--- config.mk ---
export PLATFORM = sky130hd
export DESIGN_NAME = srpps_top
export DESIGN_NICKNAME = d
export VERILOG_FILES = /design/src/hw/srpps_pkg.sv /design/src/hw/srpps_persist.sv /design/src/hw/srpps_top.sv
export SDC_FILE = /design/constraint.sdc
export NUM_CORES = 1
export LEC_CHECK = 0
export ABC_AREA = 1
export BUFFER_PORTS_ARGS = -buffer_cell sky130_fd_sc_hd__buf_2
export CORE_UTILIZATION = 45
export CTS_BUF_LIST = sky130_fd_sc_hd__clkbuf_4 sky130_fd_sc_hd__clkbuf_8
export DETAILED_ROUTE_END_ITERATION = 7
export PLACE_DENSITY = 0.67
export SETUP_SLACK_MARGIN = 0.4
export SLEW_MARGIN = 30
export SYNTH_ARGS = -nofsm -noshare
export SYNTH_HDL_FRONTEND = slang
export SYNTH_SLANG_ARGS = --single-unit
--- constraint.sdc ---
create_clock -name clk -period 4.3 [get_ports clk]
set_clock_uncertainty 0.05 [all_clocks]
set_input_delay 0 -clock clk [delete_from_list [all_inputs] [get_ports clk]]
set_output_delay 0 -clock clk [all_outputs]
set_load 0.02 [all_outputs]
--- src/hw/srpps_pkg.sv ---
/*
 * Package for the receive pointer and path status block: register offsets,
 * field positions, reset values and persistence counts.
 * Assumes: Avalon-MM 32-bit word slave, byte addresses.
 */
package srpps_pkg;

   // register map (byte addresses, one word each; 8'hDA, 8'hD2 and 8'hD6 are not word aligned)
   localparam logic [7:0] SRPPS_OFF_PATH_CFG   = 8'hA4;
   localparam logic [7:0] SRPPS_OFF_PTR_STATUS = 8'hDA;
   localparam logic [7:0] SRPPS_OFF_EVENT      = 8'hD2;
   localparam logic [7:0] SRPPS_OFF_EVT_ENABLE = 8'hD6;
   localparam logic [7:0] SRPPS_OFF_EVT_CLEAR  = 8'hB0;
   localparam logic [7:0] SRPPS_OFF_SIZE_CFG   = 8'hB4;
   localparam logic [7:0] SRPPS_OFF_PATH_STAT  = 8'hB8;
   localparam logic [7:0] SRPPS_OFF_B3_COUNT   = 8'hBC;
   localparam logic [7:0] SRPPS_OFF_REI_COUNT  = 8'hC0;

   // status word bit positions
   localparam int SRPPS_ST_CONCAT = 5;
   localparam int SRPPS_ST_LOP    = 2;
   localparam int SRPPS_ST_NDF    = 1;
   localparam int SRPPS_ST_AIS    = 0;

   // path configuration fields
   localparam int SRPPS_CF_RDI_CNT_HI = 15;
   localparam int SRPPS_CF_RDI_CNT_LO = 14;
   localparam int SRPPS_CF_RDI_ENH    = 13;
   localparam int SRPPS_CF_SLM_CNT    = 12;
   localparam int SRPPS_CF_SLM_FORCE  = 11;
   localparam int SRPPS_CF_B3_BLOCK   = 10;
   localparam int SRPPS_CF_REI_BLOCK  = 9;
   localparam int SRPPS_CF_STUFF      = 8;
   localparam int SRPPS_CF_RDI_LCD    = 7;
   localparam logic [15:0] SRPPS_CFG_RESET = 16'h6080;

   // size-bit config fields: [0] enable, [4:3] expected
   localparam int SRPPS_SZ_EN     = 0;
   localparam int SRPPS_SZ_EXP_LO = 3;

   // pointer patterns
   localparam logic [3:0]  SRPPS_CONCAT_NDF = 4'h9;
   localparam logic [15:0] SRPPS_ALL_ONES   = 16'hFFFF;
   localparam logic [9:0]  SRPPS_PTR_MAX    = 10'h30A;

   // persistence counts
   localparam logic [4:0] SRPPS_RDI_N3  = 5'h03;
   localparam logic [4:0] SRPPS_RDI_N5  = 5'h05;
   localparam logic [4:0] SRPPS_RDI_N10 = 5'h0A;
   localparam logic [4:0] SRPPS_RDI_N16 = 5'h10;
   localparam logic [2:0] SRPPS_SLM_N3  = 3'h3;
   localparam logic [2:0] SRPPS_SLM_N5  = 3'h5;

   // fixed stuff columns in STS-1 SPE
   localparam logic [6:0] SRPPS_STUFF_COL_A = 7'h1E;
   localparam logic [6:0] SRPPS_STUFF_COL_B = 7'h3B;

   // event field width: 4 bits, not referenced; the event registers are 6 bits
   localparam int SRPPS_EVT_W = 4;

endpackage : srpps_pkg

--- src/hw/srpps_persist.sv ---
/*
 * Persistence filter: a value is accepted after N consecutive equal samples.
 * Assumes synchronous sample strobe and a count that is at least one.
 */
`timescale 1ns/10ps
`default_nettype none
module srpps_persist #(
   parameter int W = 3,
   parameter int CW = 5
) (
   // clock and reset
   input  wire logic          clk,
   input  wire logic          rstSyncN,
   // samples
   input  wire logic          sampleValid,
   input  wire logic [W-1:0]  sampleVal,
   input  wire logic [CW-1:0] needCount,
   // filtered value
   output var  logic [W-1:0]  acceptedVal
);
   typedef struct packed {
      logic [W-1:0]  last;
      logic [CW-1:0] run;
      logic [W-1:0]  acc;
   } srpps_pst_t;

   srpps_pst_t stReg;
   srpps_pst_t stNext;

   // run length of identical samples; saturates at the needed count
   always_comb begin
      stNext = stReg;
      if (sampleValid) begin
         if (sampleVal != stReg.last) begin
            stNext.last = sampleVal;
            stNext.run  = CW'(1);
         end else if (stReg.run < needCount) begin
            stNext.run = stReg.run + CW'(1);
         end
         if (((sampleVal == stReg.last) ? stReg.run + CW'(1) : CW'(1)) >= needCount) begin
            stNext.acc = sampleVal;
         end
      end
   end

   always_ff @(posedge clk or negedge rstSyncN) begin
      if (!rstSyncN) begin
         stReg <= '0;
      end else begin
         stReg <= stNext;
      end
   end

   assign acceptedVal = stReg.acc;
endmodule : srpps_persist
`default_nettype wire

--- src/hw/srpps_top.sv ---
/*
 * Receive pointer and path status block: per-frame pointer interpretation,
 * path RDI and label filters, parity counters and the register bank.
 * Assumes: frame stream delivers one pointer word per frame on ptrValid,
 * Avalon-MM master with waitrequest, one clock at 125 MHz.
 */
`timescale 1ns/10ps
`default_nettype none
module srpps_top (
   // clock and reset
   input  wire logic        clk,
   input  wire logic        rst_n,
   // avalon-mm slave
   input  wire logic [7:0]  avsAddress,
   input  wire logic        avsRead,
   input  wire logic        avsWrite,
   input  wire logic [31:0] avsWritedata,
   output var  logic [31:0] avsReaddata,
   output var  logic        avsWaitrequest,
   // received pointer, one word per frame
   input  wire logic        ptrValid,
   input  wire logic [15:0] ptrWord,
   input  wire logic        ptrConcatCheck,
   // received path overhead, one set per frame
   input  wire logic        pohValid,
   input  wire logic [7:0]  pohG1,
   input  wire logic        labelMismatch,
   input  wire logic        label_unstable_status,
   input  wire logic [3:0]  b3BitErrors,
   input  wire logic [3:0]  reiBitErrors,
   // payload column and alarms
   input  wire logic        sts1Mode,
   input  wire logic [6:0]  speColumn,
   input  wire logic        cell_delineation_loss_status,
   // outputs to the path
   output var  logic        payloadColumn,
   output var  logic        rdiPayloadInsert,
   output var  logic [2:0]  path_rdi_status,
   output var  logic        label_mismatch_status,
   output var  logic        irq
);
   import srpps_pkg::*;

   typedef enum logic [1:0] {
      SRPPS_BUS_IDLE = 2'b01,
      SRPPS_BUS_ACK  = 2'b10
   } srpps_bus_t;

   typedef struct packed {
      srpps_bus_t  bus;
      logic [31:0] rdata;
      logic [15:0] rx_path_config_one;
      logic [4:0]  sizeCfg;
      logic [5:0]  rx_pointer_status;
      logic [5:0]  rx_pointer_event_latch;
      logic [5:0]  evtEnable;
      logic [2:0]  slmRun;
      logic        slmSt;
      logic [15:0] b3Count;
      logic [15:0] reiCount;
   } srpps_state_t;

   srpps_state_t sReg;
   srpps_state_t sNext;
   logic         rstSyncN;
   logic [2:0]   rdiSample;
   logic [4:0]   rdiNeed;
   logic [2:0]   rdiAcc;
   logic [5:0]   statusNew;
   logic         ptrInvalid;
   logic         sizeBad;
   logic         concatBad;
   logic         accept;

   // reset release through two flip-flops, kept apart from the state struct
   logic [1:0] rstPipe;
   always_ff @(posedge clk or negedge rst_n) begin
      if (!rst_n) begin
         rstPipe <= 2'b00;
      end else begin
         rstPipe <= {rstPipe[0], 1'b1};
      end
   end
   assign rstSyncN = rstPipe[1];

   // pointer interpretation
   always_comb begin
      ptrInvalid = (ptrWord[9:0] > SRPPS_PTR_MAX) && (ptrWord != SRPPS_ALL_ONES);
      sizeBad = sReg.sizeCfg[SRPPS_SZ_EN] &&
                (ptrWord[11:10] != sReg.sizeCfg[SRPPS_SZ_EXP_LO+1:SRPPS_SZ_EXP_LO]);
      concatBad = ptrConcatCheck && (ptrWord != SRPPS_ALL_ONES) &&
                  !((ptrWord[15:12] == SRPPS_CONCAT_NDF) && !sizeBad && (ptrWord[9:0] == 10'h3FF));
      statusNew = '0;
      statusNew[SRPPS_ST_CONCAT] = concatBad;
      statusNew[SRPPS_ST_LOP]    = !ptrConcatCheck && (ptrInvalid || sizeBad);
      statusNew[SRPPS_ST_NDF]    = (ptrWord[15:12] == SRPPS_CONCAT_NDF);
      statusNew[SRPPS_ST_AIS]    = (ptrWord == SRPPS_ALL_ONES);
   end

   always_comb begin
      if (sReg.rx_path_config_one[SRPPS_CF_RDI_ENH]) begin
         rdiSample = pohG1[3:1];
      end else begin
         rdiSample = {pohG1[3], 2'b00};
      end
      case (sReg.rx_path_config_one[SRPPS_CF_RDI_CNT_HI:SRPPS_CF_RDI_CNT_LO])
         2'b11:   rdiNeed = SRPPS_RDI_N16;
         2'b10:   rdiNeed = SRPPS_RDI_N10;
         2'b01:   rdiNeed = SRPPS_RDI_N5;
         default: rdiNeed = SRPPS_RDI_N3;
      endcase
   end

   srpps_persist #(.W(3), .CW(5)) uRdi (
      .clk         (clk),
      .rstSyncN    (rstSyncN),
      .sampleValid (pohValid),
      .sampleVal   (rdiSample),
      .needCount   (rdiNeed),
      .acceptedVal (rdiAcc)
   );

   assign accept = avsRead || avsWrite;

   // next state: bus, registers, status, filters, counters
   always_comb begin
      sNext = sReg;
      if (ptrValid) begin
         sNext.rx_pointer_status = statusNew;
      end
      // bus answers one cycle after the request is seen
      case (sReg.bus)
         SRPPS_BUS_IDLE: begin
            if (accept) begin
               sNext.bus = SRPPS_BUS_ACK;
               sNext.rdata = '0;
               if (avsRead) begin
                  case (avsAddress)
                     SRPPS_OFF_PATH_CFG:   sNext.rdata = {16'h0000, sReg.rx_path_config_one};
                     SRPPS_OFF_PTR_STATUS: sNext.rdata = {26'h0, sReg.rx_pointer_status};
                     SRPPS_OFF_EVENT:      sNext.rdata = {26'h0, sReg.rx_pointer_event_latch};
                     SRPPS_OFF_EVT_ENABLE: sNext.rdata = {26'h0, sReg.evtEnable};
                     SRPPS_OFF_SIZE_CFG:   sNext.rdata = {27'h0, sReg.sizeCfg};
                     SRPPS_OFF_PATH_STAT:  sNext.rdata = {28'h0, sReg.slmSt, rdiAcc};
                     SRPPS_OFF_B3_COUNT:   sNext.rdata = {16'h0000, sReg.b3Count};
                     SRPPS_OFF_REI_COUNT:  sNext.rdata = {16'h0000, sReg.reiCount};
                     default:              sNext.rdata = '0;
                  endcase
               end
            end
         end
         SRPPS_BUS_ACK: begin
            sNext.bus = SRPPS_BUS_IDLE;
            if (avsWrite) begin
               case (avsAddress)
                  SRPPS_OFF_PATH_CFG:   sNext.rx_path_config_one = avsWritedata[15:0];
                  SRPPS_OFF_EVT_ENABLE: sNext.evtEnable = avsWritedata[5:0];
                  SRPPS_OFF_SIZE_CFG:   sNext.sizeCfg = avsWritedata[4:0];
                  SRPPS_OFF_EVT_CLEAR:  sNext.rx_pointer_event_latch =
                                           sReg.rx_pointer_event_latch & ~avsWritedata[5:0];
                  default:              ; // unmapped and read-only words ignore writes
               endcase
            end
            // read clears reported bits
            // an event latched during the wait cycle was not in the read data, so it survives
            if (avsRead && avsAddress == SRPPS_OFF_EVENT) begin
               sNext.rx_pointer_event_latch = sReg.rx_pointer_event_latch & ~sReg.rdata[5:0];
            end
         end
         default: sNext.bus = SRPPS_BUS_IDLE;
      endcase
      // changes latch, set wins over clear
      if (ptrValid) begin
         sNext.rx_pointer_event_latch = sNext.rx_pointer_event_latch |
                                        ((statusNew ^ sReg.rx_pointer_status) & 6'h27);
      end
      if (pohValid) begin
         if (labelMismatch) begin
            if (sReg.slmRun < (sReg.rx_path_config_one[SRPPS_CF_SLM_CNT] ? SRPPS_SLM_N5 : SRPPS_SLM_N3)) begin
               sNext.slmRun = sReg.slmRun + 3'h1;
            end
            if (sReg.slmRun + 3'h1 >= (sReg.rx_path_config_one[SRPPS_CF_SLM_CNT] ? SRPPS_SLM_N5 : SRPPS_SLM_N3)) begin
               sNext.slmSt = 1'b1;
            end
         end else begin
            sNext.slmRun = 3'h0;
            sNext.slmSt = 1'b0;
         end
         if (sReg.rx_path_config_one[SRPPS_CF_B3_BLOCK]) begin
            sNext.b3Count = sReg.b3Count + {15'h0, (b3BitErrors != 4'h0)};
         end else begin
            sNext.b3Count = sReg.b3Count + {12'h000, b3BitErrors};
         end
         if (sReg.rx_path_config_one[SRPPS_CF_REI_BLOCK]) begin
            sNext.reiCount = sReg.reiCount + {15'h0, (reiBitErrors != 4'h0)};
         end else begin
            sNext.reiCount = sReg.reiCount + {12'h000, reiBitErrors};
         end
      end
   end

   // all block state except the reset pipe and the RDI filter in one register
   always_ff @(posedge clk or negedge rstSyncN) begin
      if (!rstSyncN) begin
         sReg <= '{bus: SRPPS_BUS_IDLE, rdata: 32'h0,
                   rx_path_config_one: SRPPS_CFG_RESET, default: '0};
      end else begin
         sReg <= sNext;
      end
   end

   // outputs
   assign avsWaitrequest = accept && (sReg.bus != SRPPS_BUS_ACK);
   assign avsReaddata    = sReg.rdata;
   assign path_rdi_status = rdiAcc;
   assign label_mismatch_status = sReg.slmSt ||
          (sReg.rx_path_config_one[SRPPS_CF_SLM_FORCE] && label_unstable_status);
   assign payloadColumn = !(sts1Mode && sReg.rx_path_config_one[SRPPS_CF_STUFF] &&
                            (speColumn == SRPPS_STUFF_COL_A || speColumn == SRPPS_STUFF_COL_B));
   assign rdiPayloadInsert = sReg.rx_path_config_one[SRPPS_CF_RDI_LCD] && cell_delineation_loss_status;
   assign irq = |(sReg.rx_pointer_event_latch & sReg.evtEnable);

   // assertions
   property p_ais_frame;
      @(posedge clk) disable iff (!rstSyncN)
      ptrValid |=> (sReg.rx_pointer_status[SRPPS_ST_AIS] == $past(ptrWord == SRPPS_ALL_ONES));
   endproperty
   a_ais_frame: assert property (p_ais_frame) else $error("ais status wrong");

   property p_ndf;
      @(posedge clk) disable iff (!rstSyncN)
      ptrValid |=> sReg.rx_pointer_status[SRPPS_ST_NDF] == ($past(ptrWord[15:12]) == SRPPS_CONCAT_NDF);
   endproperty
   a_ndf: assert property (p_ndf) else $error("ndf mirror wrong");

   property p_hold;
      @(posedge clk) disable iff (!rstSyncN)
      !ptrValid |=> $stable(sReg.rx_pointer_status);
   endproperty
   a_hold: assert property (p_hold) else $error("status changed without frame");

   property p_latch;
      @(posedge clk) disable iff (!rstSyncN)
      (ptrValid && statusNew[SRPPS_ST_LOP] != sReg.rx_pointer_status[SRPPS_ST_LOP])
         |=> sReg.rx_pointer_event_latch[SRPPS_ST_LOP];
   endproperty
   a_latch: assert property (p_latch) else $error("event not latched");

   property p_irq;
      @(posedge clk) disable iff (!rstSyncN)
      (ptrValid && !avsWrite && (((statusNew ^ sReg.rx_pointer_status) & sReg.evtEnable & 6'h27) != 6'h00))
         |=> irq;
   endproperty
   a_irq: assert property (p_irq) else $error("enabled event did not raise irq");

   property p_slm_force;
      @(posedge clk) disable iff (!rstSyncN)
      (sReg.rx_path_config_one[SRPPS_CF_SLM_FORCE] && label_unstable_status) |-> label_mismatch_status;
   endproperty
   a_slm_force: assert property (p_slm_force) else $error("unstable did not force");

   property p_lcd;
      @(posedge clk) disable iff (!rstSyncN)
      !sReg.rx_path_config_one[SRPPS_CF_RDI_LCD] |-> !rdiPayloadInsert;
   endproperty
   a_lcd: assert property (p_lcd) else $error("rdi inserted while disabled");

   property p_stuff;
      @(posedge clk) disable iff (!rstSyncN)
      !sts1Mode |-> payloadColumn;
   endproperty
   a_stuff: assert property (p_stuff) else $error("column dropped outside sts1");

   property p_size;
      @(posedge clk) disable iff (!rstSyncN)
      (ptrValid && !ptrConcatCheck && sizeBad) |=> sReg.rx_pointer_status[SRPPS_ST_LOP];
   endproperty
   a_size: assert property (p_size) else $error("size mismatch missed");

   property p_concat;
      @(posedge clk) disable iff (!rstSyncN)
      (ptrValid && ptrConcatCheck && ptrWord[15:12] != SRPPS_CONCAT_NDF && ptrWord != SRPPS_ALL_ONES)
         |=> sReg.rx_pointer_status[SRPPS_ST_CONCAT];
   endproperty
   a_concat: assert property (p_concat) else $error("concat loss missed");

   property p_range;
      @(posedge clk) disable iff (!rstSyncN)
      (ptrValid && !ptrConcatCheck && ptrWord[9:0] > SRPPS_PTR_MAX && ptrWord != SRPPS_ALL_ONES)
         |=> sReg.rx_pointer_status[SRPPS_ST_LOP];
   endproperty
   a_range: assert property (p_range) else $error("invalid pointer missed");

   property p_status_ro;
      @(posedge clk) disable iff (!rstSyncN)
      (!ptrValid && avsWrite && !avsWaitrequest && avsAddress == SRPPS_OFF_PTR_STATUS)
         |=> $stable(sReg.rx_pointer_status);
   endproperty
   a_status_ro: assert property (p_status_ro) else $error("status word written");

   property p_slm_clear;
      @(posedge clk) disable iff (!rstSyncN)
      (pohValid && !labelMismatch) |=> !sReg.slmSt;
   endproperty
   a_slm_clear: assert property (p_slm_clear) else $error("label mismatch held without mismatch");

   property p_wait;
      @(posedge clk) disable iff (!rstSyncN)
      (avsRead && avsWaitrequest) |=> !avsWaitrequest;
   endproperty
   a_wait: assert property (p_wait) else $error("bus answer late");

   c_ais: cover property (@(posedge clk) disable iff (!rstSyncN) sReg.rx_pointer_status[SRPPS_ST_AIS]);
   c_irq: cover property (@(posedge clk) disable iff (!rstSyncN) irq);
   c_slm: cover property (@(posedge clk) disable iff (!rstSyncN) sReg.slmSt);
   c_rd:  cover property (@(posedge clk) disable iff (!rstSyncN) avsRead && !avsWaitrequest);
endmodule : srpps_top
`default_nettype wire

== Word level (Yosys, flattened, before mapping) ==
Cells that the tools add are included.

* Add/subtract/negate cells: 6
* $mul: 0
* Divide/modulo/power cells: 0
* Magnitude comparators: 5
* Equality and inequality tests: 27
* Shift operators: 0
* Multiplexer cells: 21
* Bitwise operators: 7
* Reductions and logical operators: 34

{| class="wikitable"
|+ Operators with widths
! cell !! number
|-
| $pmux W16 S8 || 1
|-
| $eq A8 B8 Y1 const B || 9
|-
| $mux W34 || 1
|-
| $add A16 B1 Y16 || 2
|-
| $add A16 B4 Y16 || 2
|-
| $mux W16 || 2
|-
| $mux W32 || 1
|-
| $mux W12 || 2
|-
| $mux W6 || 4
|-
| $and A6 B6 Y6 || 3
|-
| $eq A16 B16 Y1 const B || 1
|-
| $ne A16 B16 Y1 const B || 1
|-
| $mux W5 || 3
|-
| $pmux W5 S3 || 1
|-
| $logic_and A1 B1 Y1 || 13
|-
| $not A6 Y6 || 2
|-
| $reduce_and A2 Y1 || 6
|-
| $eq A10 B10 Y1 const B || 1
|-
| $gt A10 B10 Y1 const B || 1
|-
| $reduce_and A3 Y1 || 3
|-
| $reduce_bool A4 Y1 || 2
|-
| $eq A7 B5 Y1 const B || 1
|-
| $eq A7 B6 Y1 const B || 1
|-
| $eq A2 B2 Y1 const B || 3
|-
| 23 further kinds || 34
|}

* Register bits after elaboration: 120
* Latch bits: 0
* Bits in writable memories: 0
* Bits in read-only memories: 0
* Output and inout port bits: 40
* Logic and storage cells: 115
* Memories kept: 0

== Longest topological paths before layout ==
Gate-level depths: netlist of run 1.

* Word-level depth: 10
* Depth in mapped cells: 13
* Mapped depth without buffers: 13

== Hierarchy ==
A second synthesis of run 1 with hierarchy kept.

* Cells, all modules: 823
* Area total of the unflattened synthesis: 6337.3 sq um

{| class="wikitable"
|+ By module, submodules not included
! module !! instances !! cells each !! area each (sq um) !! seq. area each (sq um)
|-
| srpps_top || 1 || 712 || 5510.3 || 2332.2
|-
| srpps_persist || 1 || 111 || 827.0 || 275.3
|}

== Worst setup path before layout of run 1 ==
OpenSTA, ideal clock, no wires.

* Kind: register to register
* Start point: reg sReg[72] (netlist name)
* End point: reg uRdi.stReg, in the netlist uRdi.acceptedVal[0]
* Setup time: 143 ps
* Data arrival time: 2151 ps
* Setup slack: 1956 ps
* Cell stages (with the launch flop): 12
* Clock period less this slack: 2344 ps
* Cells stage by stage: dfstp_2 > nand2_1 > nand2_1 > nand3_1 > nor2_1 > o21ai_0 > nor2_1 > ha_1 > a21oi_1 > o21ai_0 > o31ai_1 > o21ai_0

* Longest elaborated chain between the ends: 5

{| class="wikitable"
|+ RTL lines
! element !! line !! text
|-
| from (decl) || srpps_top.sv:63 || <nowiki>srpps_state_t sReg;</nowiki>
|-
| from (signal assigned) || srpps_top.sv:205 || <nowiki>sReg <= '{bus: SRPPS_BUS_IDLE, rdata: 32'h0,</nowiki>
|-
| from (signal assigned) || srpps_top.sv:208 || <nowiki>sReg <= sNext;</nowiki>
|-
| $mux W2 (*) || srpps_top.sv:101 || <nowiki>if (sReg.rx_path_config_one[SRPPS_CF_RDI_ENH]) begin</nowiki>
|-
| $eq A3 B3 Y1 || srpps_persist.sv:40 || <nowiki>if (((sampleVal == stReg.last) ? stReg.run + CW'(1) : CW'(1)) >= needCount) begin</nowiki>
|-
| $mux W5 || srpps_persist.sv:40 ||
|-
| $ge A5 B5 Y1 || srpps_persist.sv:40 ||
|-
| $reduce_and A2 Y1 (no line) || - ||
|-
| to (signal assigned) || srpps_persist.sv:50 || <nowiki>stReg <= stNext;</nowiki>
|-
| to (decl) || srpps_persist.sv:27 || <nowiki>srpps_pst_t stReg;</nowiki>
|}

Mark *: on every way between the ends. The rest lies on a longest branch, timed or not.
A chain may end at the register's enable or synchronous reset.

== Final worst setup path of run 1 ==
* Start point: reg sReg[72] (netlist name)
* End point: reg uRdi.stReg, in the netlist uRdi.acceptedVal[2]

* Longest elaborated chain between the ends: 5

{| class="wikitable"
|+ RTL lines
! element !! line
|-
| $mux W2 || srpps_top.sv:101
|-
| $eq A3 B3 Y1 || srpps_persist.sv:40
|-
| $mux W5 || srpps_persist.sv:40
|-
| $ge A5 B5 Y1 || srpps_persist.sv:40
|-
| $reduce_and A2 Y1 (no line) || -
|}

Every way passes these cells.

==> results of run 1 <==
## cell families (layout without fill, tap and decap cells)
group	count (synthesis)	count (layout)
buffers and inverters	148	239
AOI/OAI and AO/OA	109	109
muxes	7	7
and+or+nand+nor	433	433
xor gates and xnor gates	23	23
DFF	104	104
other	2	17
adders and majority gates	25	25
## area by class of cell
| class | count | share of cell area, % |
|---|---|---|
| well taps | 180 | 3.023 |
| clock inverters | 4 | 0.7053 |
| clock buffers | 12 | 2.133 |
| repair buffers | 127 | 10.85 |
| inverters | 96 | 4.853 |
| flip-flops and latches | 104 | 35.05 |
| multi-input cells | 614 | 43.39 |
## registers in the layout, summed over array words and instances (netlist names)
signal / count
avsReaddata: 16
uRdi.acceptedVal: 3
rstPipe: 2
uRdi.stReg: 8
sReg: 75
## layout by cell type, fill, tap and decap left out, types with 3 or more instances in the layout
| cell | n |
|---|---|
| nand2_2 | 3 |
| dfrtp_1 | 99 |
| inv_1 | 91 |
| nor3b_1 | 3 |
| o21bai_1 | 3 |
| nand3_1 | 74 |
| nand2_1 | 249 |
| nand4_1 | 12 |
| nor2_1 | 57 |
| clkbuf_8 | 11 |
| or2_2 | 4 |
| nor2_2 | 5 |
| conb_1 | 17 |
| ha_1 | 23 |
| nand3_2 | 3 |
| xnor2_1 | 8 |
| o21ai_0 | 53 |
| nand2_4 | 3 |
| dfstp_2 | 4 |
| a21oi_1 | 22 |
| inv_2 | 4 |
| dlygate4sd3_1 | 34 |
| buf_2 | 92 |
| nor3_1 | 8 |
| clkinvlp_4 | 3 |
| o211ai_1 | 16 |
| mux2_2 | 5 |
| xor2_1 | 15 |
## where the power goes
group | internal [mW] | switching, mW
clock | 0.308 | 0.356
sequential | 1.11 | 0.143
combinational | 0.244 | 0.429
## metrics by stage
stage               hold slack, ps  utilization, %
floorplan                   -345.6               -
finish                       38.95           53.26
global route                 63.56           53.26
global placement            -264.2           49.32
CTS                          25.38           53.26
detailed placement          -264.0           49.32
## worst reg2reg max path, stage by stage (launching register included)
cell and delay [ps]:
dfstp_2 580, nand2_1 100, nand2_1 80, nand3_1 80, nor2_1 280, inv_1 120
nor2_1 160, ha_1 280, a21oi_1 160, o21ai_0 100, o31ai_1 530, o21ai_0 150
## metal layers
layer  wire length [µm]  GRT usage, %  share of wire (%)  vias to the layer above
met5                  0             0                  0                        -
met4                216         7.088                1.4                        0
met3                583         2.622                3.7                       15
met2               7257         35.70                 46                      125
met1               7799         32.38                 49                     2695
li1                   -             -                  -                     2903
## how the worst min path moves through the flow
stage | start | to | cells past startpoint
global route | avsWrite | sReg[46]$_DFFE_PN0P_ | 4
detailed placement | rst_n | rstPipe[0]$_DFF_PN0_ | 1
global placement | rst_n | rstPipe[0]$_DFF_PN0_ | 1
finish | ptrWord[13] | sReg[43]$_DFF_PN0_ | 5
CTS | avsWrite | sReg[45]$_DFFE_PN0P_ | 4
floorplan | rst_n | rstPipe[0]$_DFF_PN0_ | 0
## repair_timing
action                                 CTS  global route
endpoints found under the hold margin   67             0
hold buffers                            34             0
gates resized for setup                  0             0
==> summary.md, run 1 <==
| Metric | Value |
|---|---|
| Setup violators final | 0 |
| Final period utilization | 64.90% |
| Synth Cell Area | 0.006497 mm² |
| TritonCTS buffer count | 9 |
| Initial antenna violation count | 0 |
| Slew Viols, Final | 0 |
| Synth Warn # | 0 |
| Post-synth cell types | 50 |
| Post-DR vias/cell | roughly 5.0 |
| Number of synthesized flops with an enable pin | 0 |
| RR Startpoint | sReg[72]$_DFFE_PN1P_ |
| NumNets Final | 1067 |
| Fin crit period | 2791 ps |
| Critical-path cell list | nand2_1 -> nand2_1 -> nand3_1 -> nor2_1 -> inv_1 -> nor2_1 -> ha_1 -> a21oi_1 -> o21ai_0 -> o31ai_1 -> o21ai_0 |
| Post-Layout Inst Area | between 0.007 and 0.008 mm² |
| PnR Total Power | ~2.6 mW |
| Area Growth Syn to Fin | 14.67% |
| Fraction of registers with async set/reset | 100.0% |
| DPL Wire Length | about 12 mm |
| Most used DFF post-synth | dfrtp_1 |
| Max frequency | roughly 0.36 GHz |
| Starting Density | between 40% and 50% |
| Row cnt | 43 |
| Multi-input gate area | 0.003233 mm² |
| Largest family of logic cells by synthesized area | simple AND/OR/NAND/NOR gates |
| Max VDD drop | approximately 0.16 mV |
| Layout cell share with drive strength beyond 1 | 15.78% |
| DRC viols | 0 |
| Largest net degree at the start of global routing | 66 |
| Critical-path top delay cell | dfstp_2 |
| Detail Route Antenna Nets | 0 |
| Placed insts | between 1000 and 1500 |
| Top cell types by occurrence after synthesis | nand2_1, dfrtp_1, inv_1 |
| DR iter-0 viols | roughly 470 |
| WP data arrival | 2990 ps |
| CP Launch Type | flop |
| Clock tree buffer depth | 2 |
| CP delay by family, top | compound AO/OA/AOI/OAI gates |
| Critical path depth in cells | 11 |
| RSZ-0062 raised after global routing | no |
| Post-synthesis xor/xnor area fraction | ~3.1% |
| Die W | 122.2 µm |
| Die area | between 0.01 and 0.015 mm² |
| Area leader, netlist | dfrtp_1 |
| Ant. Diodes | 0 |
| Core area | roughly 0.014 mm² |
| CTS H-Tree Depth | 3 |
| Chip height | about 120 µm |
| Vias in the first global route | roughly 5300 |
| Placer Congestion | ~0.87 |
| PortBufs | between 90 and 100 |
| Simple-gate area share of the yosys netlist | roughly 30% |
| Fill cell count | about 1400 |
| Post CTS Setup Buffer Count | 0 |
| Syn Inst Count | roughly 850 |
| Reg2Reg Setup Slack | 1510 ps |
| Drt total wl | between 15 and 20 mm |
| Rel. slew slack | around 43% |
| Cell leakage power | 3.966 nW |
| Area contributors post-synth | dfrtp_1, nand2_1, nand3_1 |
| Setup CP Type | reg -> reg |
| Fraction of synthesized area in multiplexers | 1.329% |
| Yosys reg bits | ~100 |
| Root Driver | clkbuf_8 |
| Worst hold path type | in -> reg |
| Global-route wire length before repair | around 26 mm |
| Aggregate global routing overflow | 0 |
| I/O Pins | between 100 and 150 |
| Worst Tran Pin Value | 852.5 ps |
| Syn Area/Cell | around 7.6 µm² |
| Setup TNS | 0 ps |
| Placed Area | 0.006899 mm² |
| Reg2reg path depth | 11 |
| Most used standard cell by instance count after synthesis | nand2_1 |
| Yosys top cell area share | approximately two fifths |
| Fin. Hold Viols | 0 |
| Max-Cap Viols | 0 |
| CTS sink cnt | roughly 100 |
| Critical path peak fanout | 6 |
| Worst-path clk slew | ~100 ps |
| CP bufs+invs | 1 |
| Worst setup margin | roughly 1500 ps |
| Clk Latency, worst-skew pair | 390 ps |
| Drt first pass iters | 5 |
| Register area | 0.002611 mm² |
| Worst endpoint required time | 4500 ps |
| Post-DR wirelength/cell | 13.95 µm |
| Compound-Gate Fraction of Synth Area | between 9 and 10% |
| Vias | 5738 |
| Post-synthesis sequential area ratio | between 40% and 50% |
| Crit path launch | sReg[72]$_DFFE_PN1P_ |
| Pre-CTS worst setup slack | around 1600 ps |
| Status | completed |
| Largest stage delay, worst path | just under 600 ps |
| Pwr dens | approximately 350 mW/mm² |
| Crit path to | uRdi.acceptedVal[2]$_DFFE_PN0P_ |
| Non-filler cells in the finished layout | ~1100 |
| Tot GR Track Use | approximately 23% |
| Crit path capture type | flop |
| CTS tree | yes |
| Worst r2r dst | uRdi.acceptedVal[2]$_DFFE_PN0P_ |
| Adder-cell area share of the yosys netlist | under 10% |
Power figures use the tool's default switching activity.
==> run 2, diff against run 1 <==
--- a/config.mk
+++ b/config.mk
@@ -10,7 +10,7 @@
 export CORE_UTILIZATION = 45
 export CTS_BUF_LIST = sky130_fd_sc_hd__clkbuf_4 sky130_fd_sc_hd__clkbuf_8
 export DETAILED_ROUTE_END_ITERATION = 7
-export PLACE_DENSITY = 0.67
+export PLACE_DENSITY = 0.7
 export SETUP_SLACK_MARGIN = 0.4
 export SLEW_MARGIN = 30
 export SYNTH_ARGS = -nofsm -noshare
==> constraint.sdc (replaced) <==
create_clock -name clk -period 2.3 [get_ports clk]
set_clock_uncertainty 0.05 [all_clocks]
set_input_delay 0 -clock clk [delete_from_list [all_inputs] [get_ports clk]]
set_output_delay 0 -clock clk [all_outputs]
set_load 0.02 [all_outputs]
==> summary.md, run 2 (synthesis gave the netlist of run 1 again) <==
| Metric | Value |
|---|---|
| Worst endpoint required time | between 2000 and 3000 ps |
| Fill cell count | around 1300 |
| Crit path capture type | flop |
| Final period utilization | between 90 and 100% |
| Placed Area | between 0.007 and 0.008 mm² |
| Ant. Diodes | 0 |
| Setup CP Type | reg -> reg |
| Tot GR Track Use | a little under a quarter |
| Max VDD drop | 0.3299 mV |
| Most frequent cells in the layout | nand2_1, dfrtp_1, buf_2 |
| Root Driver | clkbuf_8 |
| Starting Density | 46.45% |
| Non-filler cells in the finished layout | 1175 |
| I/O Pins | 130 |
| Detail Route Antenna Nets | 0 |
| Placed insts | 1100 |
| Fin crit period | approximately 2300 ps |
| Setup violators final | 0 |
| Multi-input gate area | roughly 0.0036 mm² |
| Rel. slew slack | between 50 and 60% |
| Reg2Reg Setup Slack | roughly 1.5 ps |
| Pwr dens | 673.8 mW/mm² |
| Met3 routed wirelength | 891 µm |
| CTS tree | yes |
| Cell leakage power | between 4 and 5 nW |
| Placer Congestion | a little under 0.9 |
| Final core utilization | around 58% |
| Largest net degree at the start of global routing | 45 |
| RSZ-0062 raised after global routing | yes |
| CTS sink cnt | roughly 100 |
| Clock tree buffer depth | 2 |
| Worst-path clk slew | approximately 100 ps |
| Die W | ~120 µm |
| Max reg flops | 75 |
| DPL Wire Length | 12.05 mm |
| Initial antenna violation count | 0 |
| Post-DR wirelength/cell | around 15 µm |
| DR iter-0 viols | about 450 |
| PnR Total Power | between 5 and 6 mW |
| Chip height | 122.2 µm |
| Fin. Hold Viols | 0 |
| Register area | around 0.0026 mm² |
| Core area | between 0.01 and 0.015 mm² |
| Post-Layout Inst Area | between 0.008 and 0.009 mm² |
| Layout cell share with drive strength beyond 1 | roughly a quarter |
| Area Growth Syn to Fin | 25.82% |
| Slew Viols, Final | 0 |
| Vias | 6020 |
| NumNets Final | 1105 |
| Row cnt | between 40 and 50 |
| Max frequency | ~0.44 GHz |
| Clk Latency, worst-skew pair | 390 ps |
| Drt first pass iters | 5 |
| Max-Cap Viols | 0 |
| Critical path peak fanout | 6 |
| Largest register by flop count | sReg |
| Most common cell after layout, fill and taps aside | nand2_1 |
| TritonCTS buffer count | 9 |
| CP Launch Type | flop |
| Final hold slack | 36.46 ps |
| Post-DR vias/cell | about 5.1 |
| PortBufs | just over 90 |
| Vias in the first global route | 5522 |
| Global-route wire length before repair | around 27 mm |
| CTS H-Tree Depth | 3 |
| Die area | ~0.015 mm² |
| DR top layer | met4 |
| Worst Tran Pin Value | ~630 ps |
| Status | completed |
| Drt total wl | roughly 17 mm |
| WP data arrival | 2530 ps |
| Worst hold path type | in -> reg |
| Met1 wire length | approximately 7.5 mm |
| WL met2 | between 8 and 9 mm |
| Aggregate global routing overflow | 0 |
| DRC viols | 0 |
-- run 2: cell count changes in the layout (fill, tap and decap cells not counted), moves of 8 or more --
cell,delta
nor2_4,+9
buf_4,+27
o21ai_0,-9
nand2_2,+10
inv_2,+8
nand2_1,-16
nor2_1,-15
buf_6,+10
inv_1,-8
-- run 2: stage by stage --
step                setup slack [ps]  TNS [ps]
finish                         1.523         0
global route                  -183.4    -521.1
CTS                            35.43         0
detailed placement            -34.99    -76.85
global placement               15.53         0
floorplan                      111.1         0
-- run 2: routing by layer --
metal	up-vias	global-route usage (%)
met5	-	0
met4	0	7.698
met3	33	5.009
met2	185	38.21
met1	2810	30.68
li1	2992	-
-- run 2: final cells by class --
type                            count  share of cell area (%)
Sequential cell                   104                   31.94
Tap cell                          180                   2.755
Inverter                           96                   4.423
Clock inverter                      6                   1.194
Multi-Input combinational cell    614                   44.02
Timing Repair Buffer              165                   13.99
Clock buffer                       10                   1.684
-- run 2: repair_timing --
action / 4_1_cts / 5_1_grt
hold buffers: 35 / 0
setup buffers: 11 / 14
hold endpoints to repair: 71 / 0
pin swaps: 13 / 39
setup endpoints to repair: 22 / 37
gates resized for setup: 25 / 74
-- run 2: worst paths after layout --
path,start,cells after the start,endpoint
setup / recovery,sReg[72]$_DFFE_PN1P_,13,uRdi.acceptedVal[2]$_DFFE_PN0P_
hold reg to reg,rstPipe[1]$_DFF_PN0_,0,sReg[31]$_DFFE_PN0P_
hold / removal,avsWrite,4,sReg[46]$_DFFE_PN0P_
max in group asynchronous,rstPipe[1]$_DFF_PN0_,1,sReg[72]$_DFFE_PN1P_
setup reg to reg,sReg[72]$_DFFE_PN1P_,13,uRdi.acceptedVal[2]$_DFFE_PN0P_
min in group asynchronous,rstPipe[1]$_DFF_PN0_,0,sReg[31]$_DFFE_PN0P_
-- run 2: critical path: stages, from the launching register on --
cell and delay, ps:
dfstp_2 580, buf_4 120, nand3b_1 90, nand3_2 120, nor2_4 50, o21ai_1 80
nor2_1 80, ha_1 330, nand2_1 70, nor3b_1 260, o31ai_2 90, buf_4 160
nand2_1 50, o21ai_0 70
-- run 2: where the power goes --
| group | internal [mW] | total, mW | leakage (nW) | switching [mW] |
|---|---|---|---|---|
| combinational | 0.750 | 1.78 | 2.80 | 1.03 |
| clock | 0.663 | 1.35 | 0.120 | 0.691 |
| sequential | 2.07 | 2.37 | 1.32 | 0.306 |
==> run 3, diff against run 2 <==
--- a/config.mk
+++ b/config.mk
@@ -7,10 +7,13 @@
 export LEC_CHECK = 0
 export ABC_AREA = 1
 export BUFFER_PORTS_ARGS = -buffer_cell sky130_fd_sc_hd__buf_2
-export CORE_UTILIZATION = 45
+export CELL_PAD_IN_SITES_DETAIL_PLACEMENT = 0
+export CELL_PAD_IN_SITES_GLOBAL_PLACEMENT = 1
+export CORE_UTILIZATION = 38
 export CTS_BUF_LIST = sky130_fd_sc_hd__clkbuf_4 sky130_fd_sc_hd__clkbuf_8
 export DETAILED_ROUTE_END_ITERATION = 7
-export PLACE_DENSITY = 0.7
+export HOLD_SLACK_MARGIN = 0.05
+export PLACE_DENSITY = 0.8
 export SETUP_SLACK_MARGIN = 0.4
 export SLEW_MARGIN = 30
 export SYNTH_ARGS = -nofsm -noshare
==> summary.md, run 3 (synthesis gave the netlist of run 1 again) <==
| Metric | Value |
|---|---|
| TritonCTS buffer count | 9 |
| WP data arrival | around 2600 ps |
| Ant. Diodes | 0 |
| Multi-input gate area | about 0.0037 mm² |
| Reg2Reg Setup Slack | -70 ps |
| Placer Congestion | 0.8718 |
| CTS tree | yes |
| Critical path peak fanout | 4 |
| PortBufs | a little over 90 |
| Max reg flops | between 70 and 80 |
| Worst Tran Pin Value | about 630 ps |
| CP Launch Type | flop |
| Layout cell share with drive strength beyond 1 | between 20% and 30% |
| Area Growth Syn to Fin | 31.06% |
| Drt total wl | approximately 18 mm |
| Aggregate global routing overflow | 0 |
| Chip height | roughly 130 µm |
| Most frequent cells in the layout | nand2_1, dfrtp_1, buf_2 |
| Detail Route Antenna Nets | 0 |
| Row cnt | 47 |
| Max frequency | about 0.42 GHz |
| Largest register by flop count | sReg |
| Die W | between 100 and 150 µm |
| Worst hold path type | in -> reg |
| Final period utilization | 102.9% |
| Clock tree buffer depth | 2 |
| Crit path capture type | flop |
| Worst-path clk slew | approximately 100 ps |
| Setup violators final | 3 |
| Clk Latency, worst-skew pair | approximately 390 ps |
| Status | finished with violations |
| Starting Density | between 30% and 40% |
| Worst setup margin | -66.43 ps |
| CTS sink cnt | around 100 |
| Post-Layout Inst Area | around 0.0085 mm² |
| Vias | roughly 6100 |
| Global-route wire length before repair | roughly 29 mm |
| Fin. Hold Viols | 0 |
| Failing checks | negative setup slack |
| PnR Total Power | ~5.7 mW |
| Non-filler cells in the finished layout | 1241 |
| Max VDD drop | roughly 0.30 mV |
| Post-DR wirelength/cell | around 15 µm |
| Placed insts | about 1100 |
| Tot GR Track Use | 20.68% |
| Register area | around 0.0026 mm² |
| Root Driver | clkbuf_8 |
| Core area | between 0.015 and 0.02 mm² |
| Rel. slew slack | ~58% |
| NumNets Final | between 1000 and 1500 |
| Setup CP Type | reg -> reg |
| Post-DR vias/cell | 4.880 |
| Drt first pass iters | 5 |
| Initial antenna violation count | 0 |
| Most common cell after layout, fill and taps aside | nand2_1 |
| Largest net degree at the start of global routing | 46 |
| Vias in the first global route | 5806 |
| Cell leakage power | 4.354 nW |
| I/O Pins | 130 |
| RSZ-0062 raised after global routing | yes |
| Fill cell count | around 1600 |
| DRC viols | 0 |
| Worst endpoint required time | ~2600 ps |
| CTS H-Tree Depth | 3 |
| DR iter-0 viols | 272 |
| Max-Cap Viols | 0 |
| Slew Viols, Final | 0 |
| Die area | roughly 0.018 mm² |
| DPL Wire Length | between 10 and 15 mm |
| Fin crit period | roughly 2400 ps |
| Pwr dens | between 600 and 700 mW/mm² |
| Placed Area | about 0.0071 mm² |
==> run 3: cell types whose count changed in the layout (fill, tap and decap cells not counted), sizes merged <==
| cell | delta |
|---|---|
| buf | +23 |
| bufinv | +1 |
| inv | -3 |
| clkinvlp | +2 |
| dlygate4sd3 | +3 |
==> run 3: area by class of cell <==
| type | instances | area share (%) |
|---|---|---|
| clock buffers | 10 | 1.616 |
| inverters | 96 | 4.276 |
| repair buffers | 191 | 15.90 |
| well taps | 220 | 3.232 |
| flip-flops and latches | 104 | 30.68 |
| clock inverters | 6 | 1.337 |
| multi-input cells | 614 | 42.96 |
==> run 3: worst paths after layout <==
| path | startpoint | to | cells past startpoint |
|---|---|---|---|
| max in group asynchronous | rstPipe[1]$_DFF_PN0_ | sReg[66]$_DFFE_PN1P_ | 1 |
| max reg2reg | sReg[72]$_DFFE_PN1P_ | uRdi.acceptedVal[0]$_DFFE_PN0P_ | 14 |
| max | sReg[72]$_DFFE_PN1P_ | uRdi.acceptedVal[0]$_DFFE_PN0P_ | 14 |
| min in group asynchronous | rstPipe[1]$_DFF_PN0_ | sReg[19]$_DFFE_PN0P_ | 0 |
| min | b3BitErrors[0] | sReg[16]$_DFFE_PN0P_ | 5 |
| min reg2reg | rstPipe[1]$_DFF_PN0_ | sReg[19]$_DFFE_PN0P_ | 0 |
==> run 3: critical path: stages (launching register included) <==
cell	delay [ps]
dfstp_2	590
nand2_4	80
buf_4	130
buf_4	120
buf_4	120
buf_4	120
buf_4	120
buf_4	120
buf_4	120
buf_4	120
buf_4	120
buf_4	120
buf_4	120
buf_4	130
o21ai_2	120
==> run 3: per-stage QoR <==
step / setup slack (ps) / hold WS, ps / setup TNS (ps) / utilization (%)
2_1_floorplan: 111.1 / -345.6 / 0 / -
3_5_place_dp: -31.58 / -257.4 / -86.90 / 42.62
5_1_grt: -141.3 / 68.35 / -417.3 / 51.17
4_1_cts: -0.3511 / 56.04 / -0.3511 / 48.31
3_3_place_gp: 29.86 / -264.2 / 0 / 42.62
6_report: -66.43 / 46.49 / -120.8 / 51.17
==> run 3: power by group <==
part / internal, mW / switching [mW] / total (mW)
clock network: 0.756 / 0.684 / 1.44
logic: 0.832 / 1.07 / 1.90
registers: 2.07 / 0.320 / 2.39
total: 3.66 / 2.08 / 5.73
==> run 3: metal layers <==
metal	up-vias	wire length [µm]	global-route usage, %
li1	3045	-	-
met1	2822	8107	27.31
met2	160	8604	33.57
met3	29	806	2.989
met4	0	508	9.387
met5	-	0	0
==> run 3: repair_timing <==
item,4_1_cts,5_1_grt
setup buffers,30,17
gates resized for setup,33,81
hold buffers,37,0
endpoints found under the setup margin,26,38
pin swaps,25,39
endpoints found under the hold margin,71,0
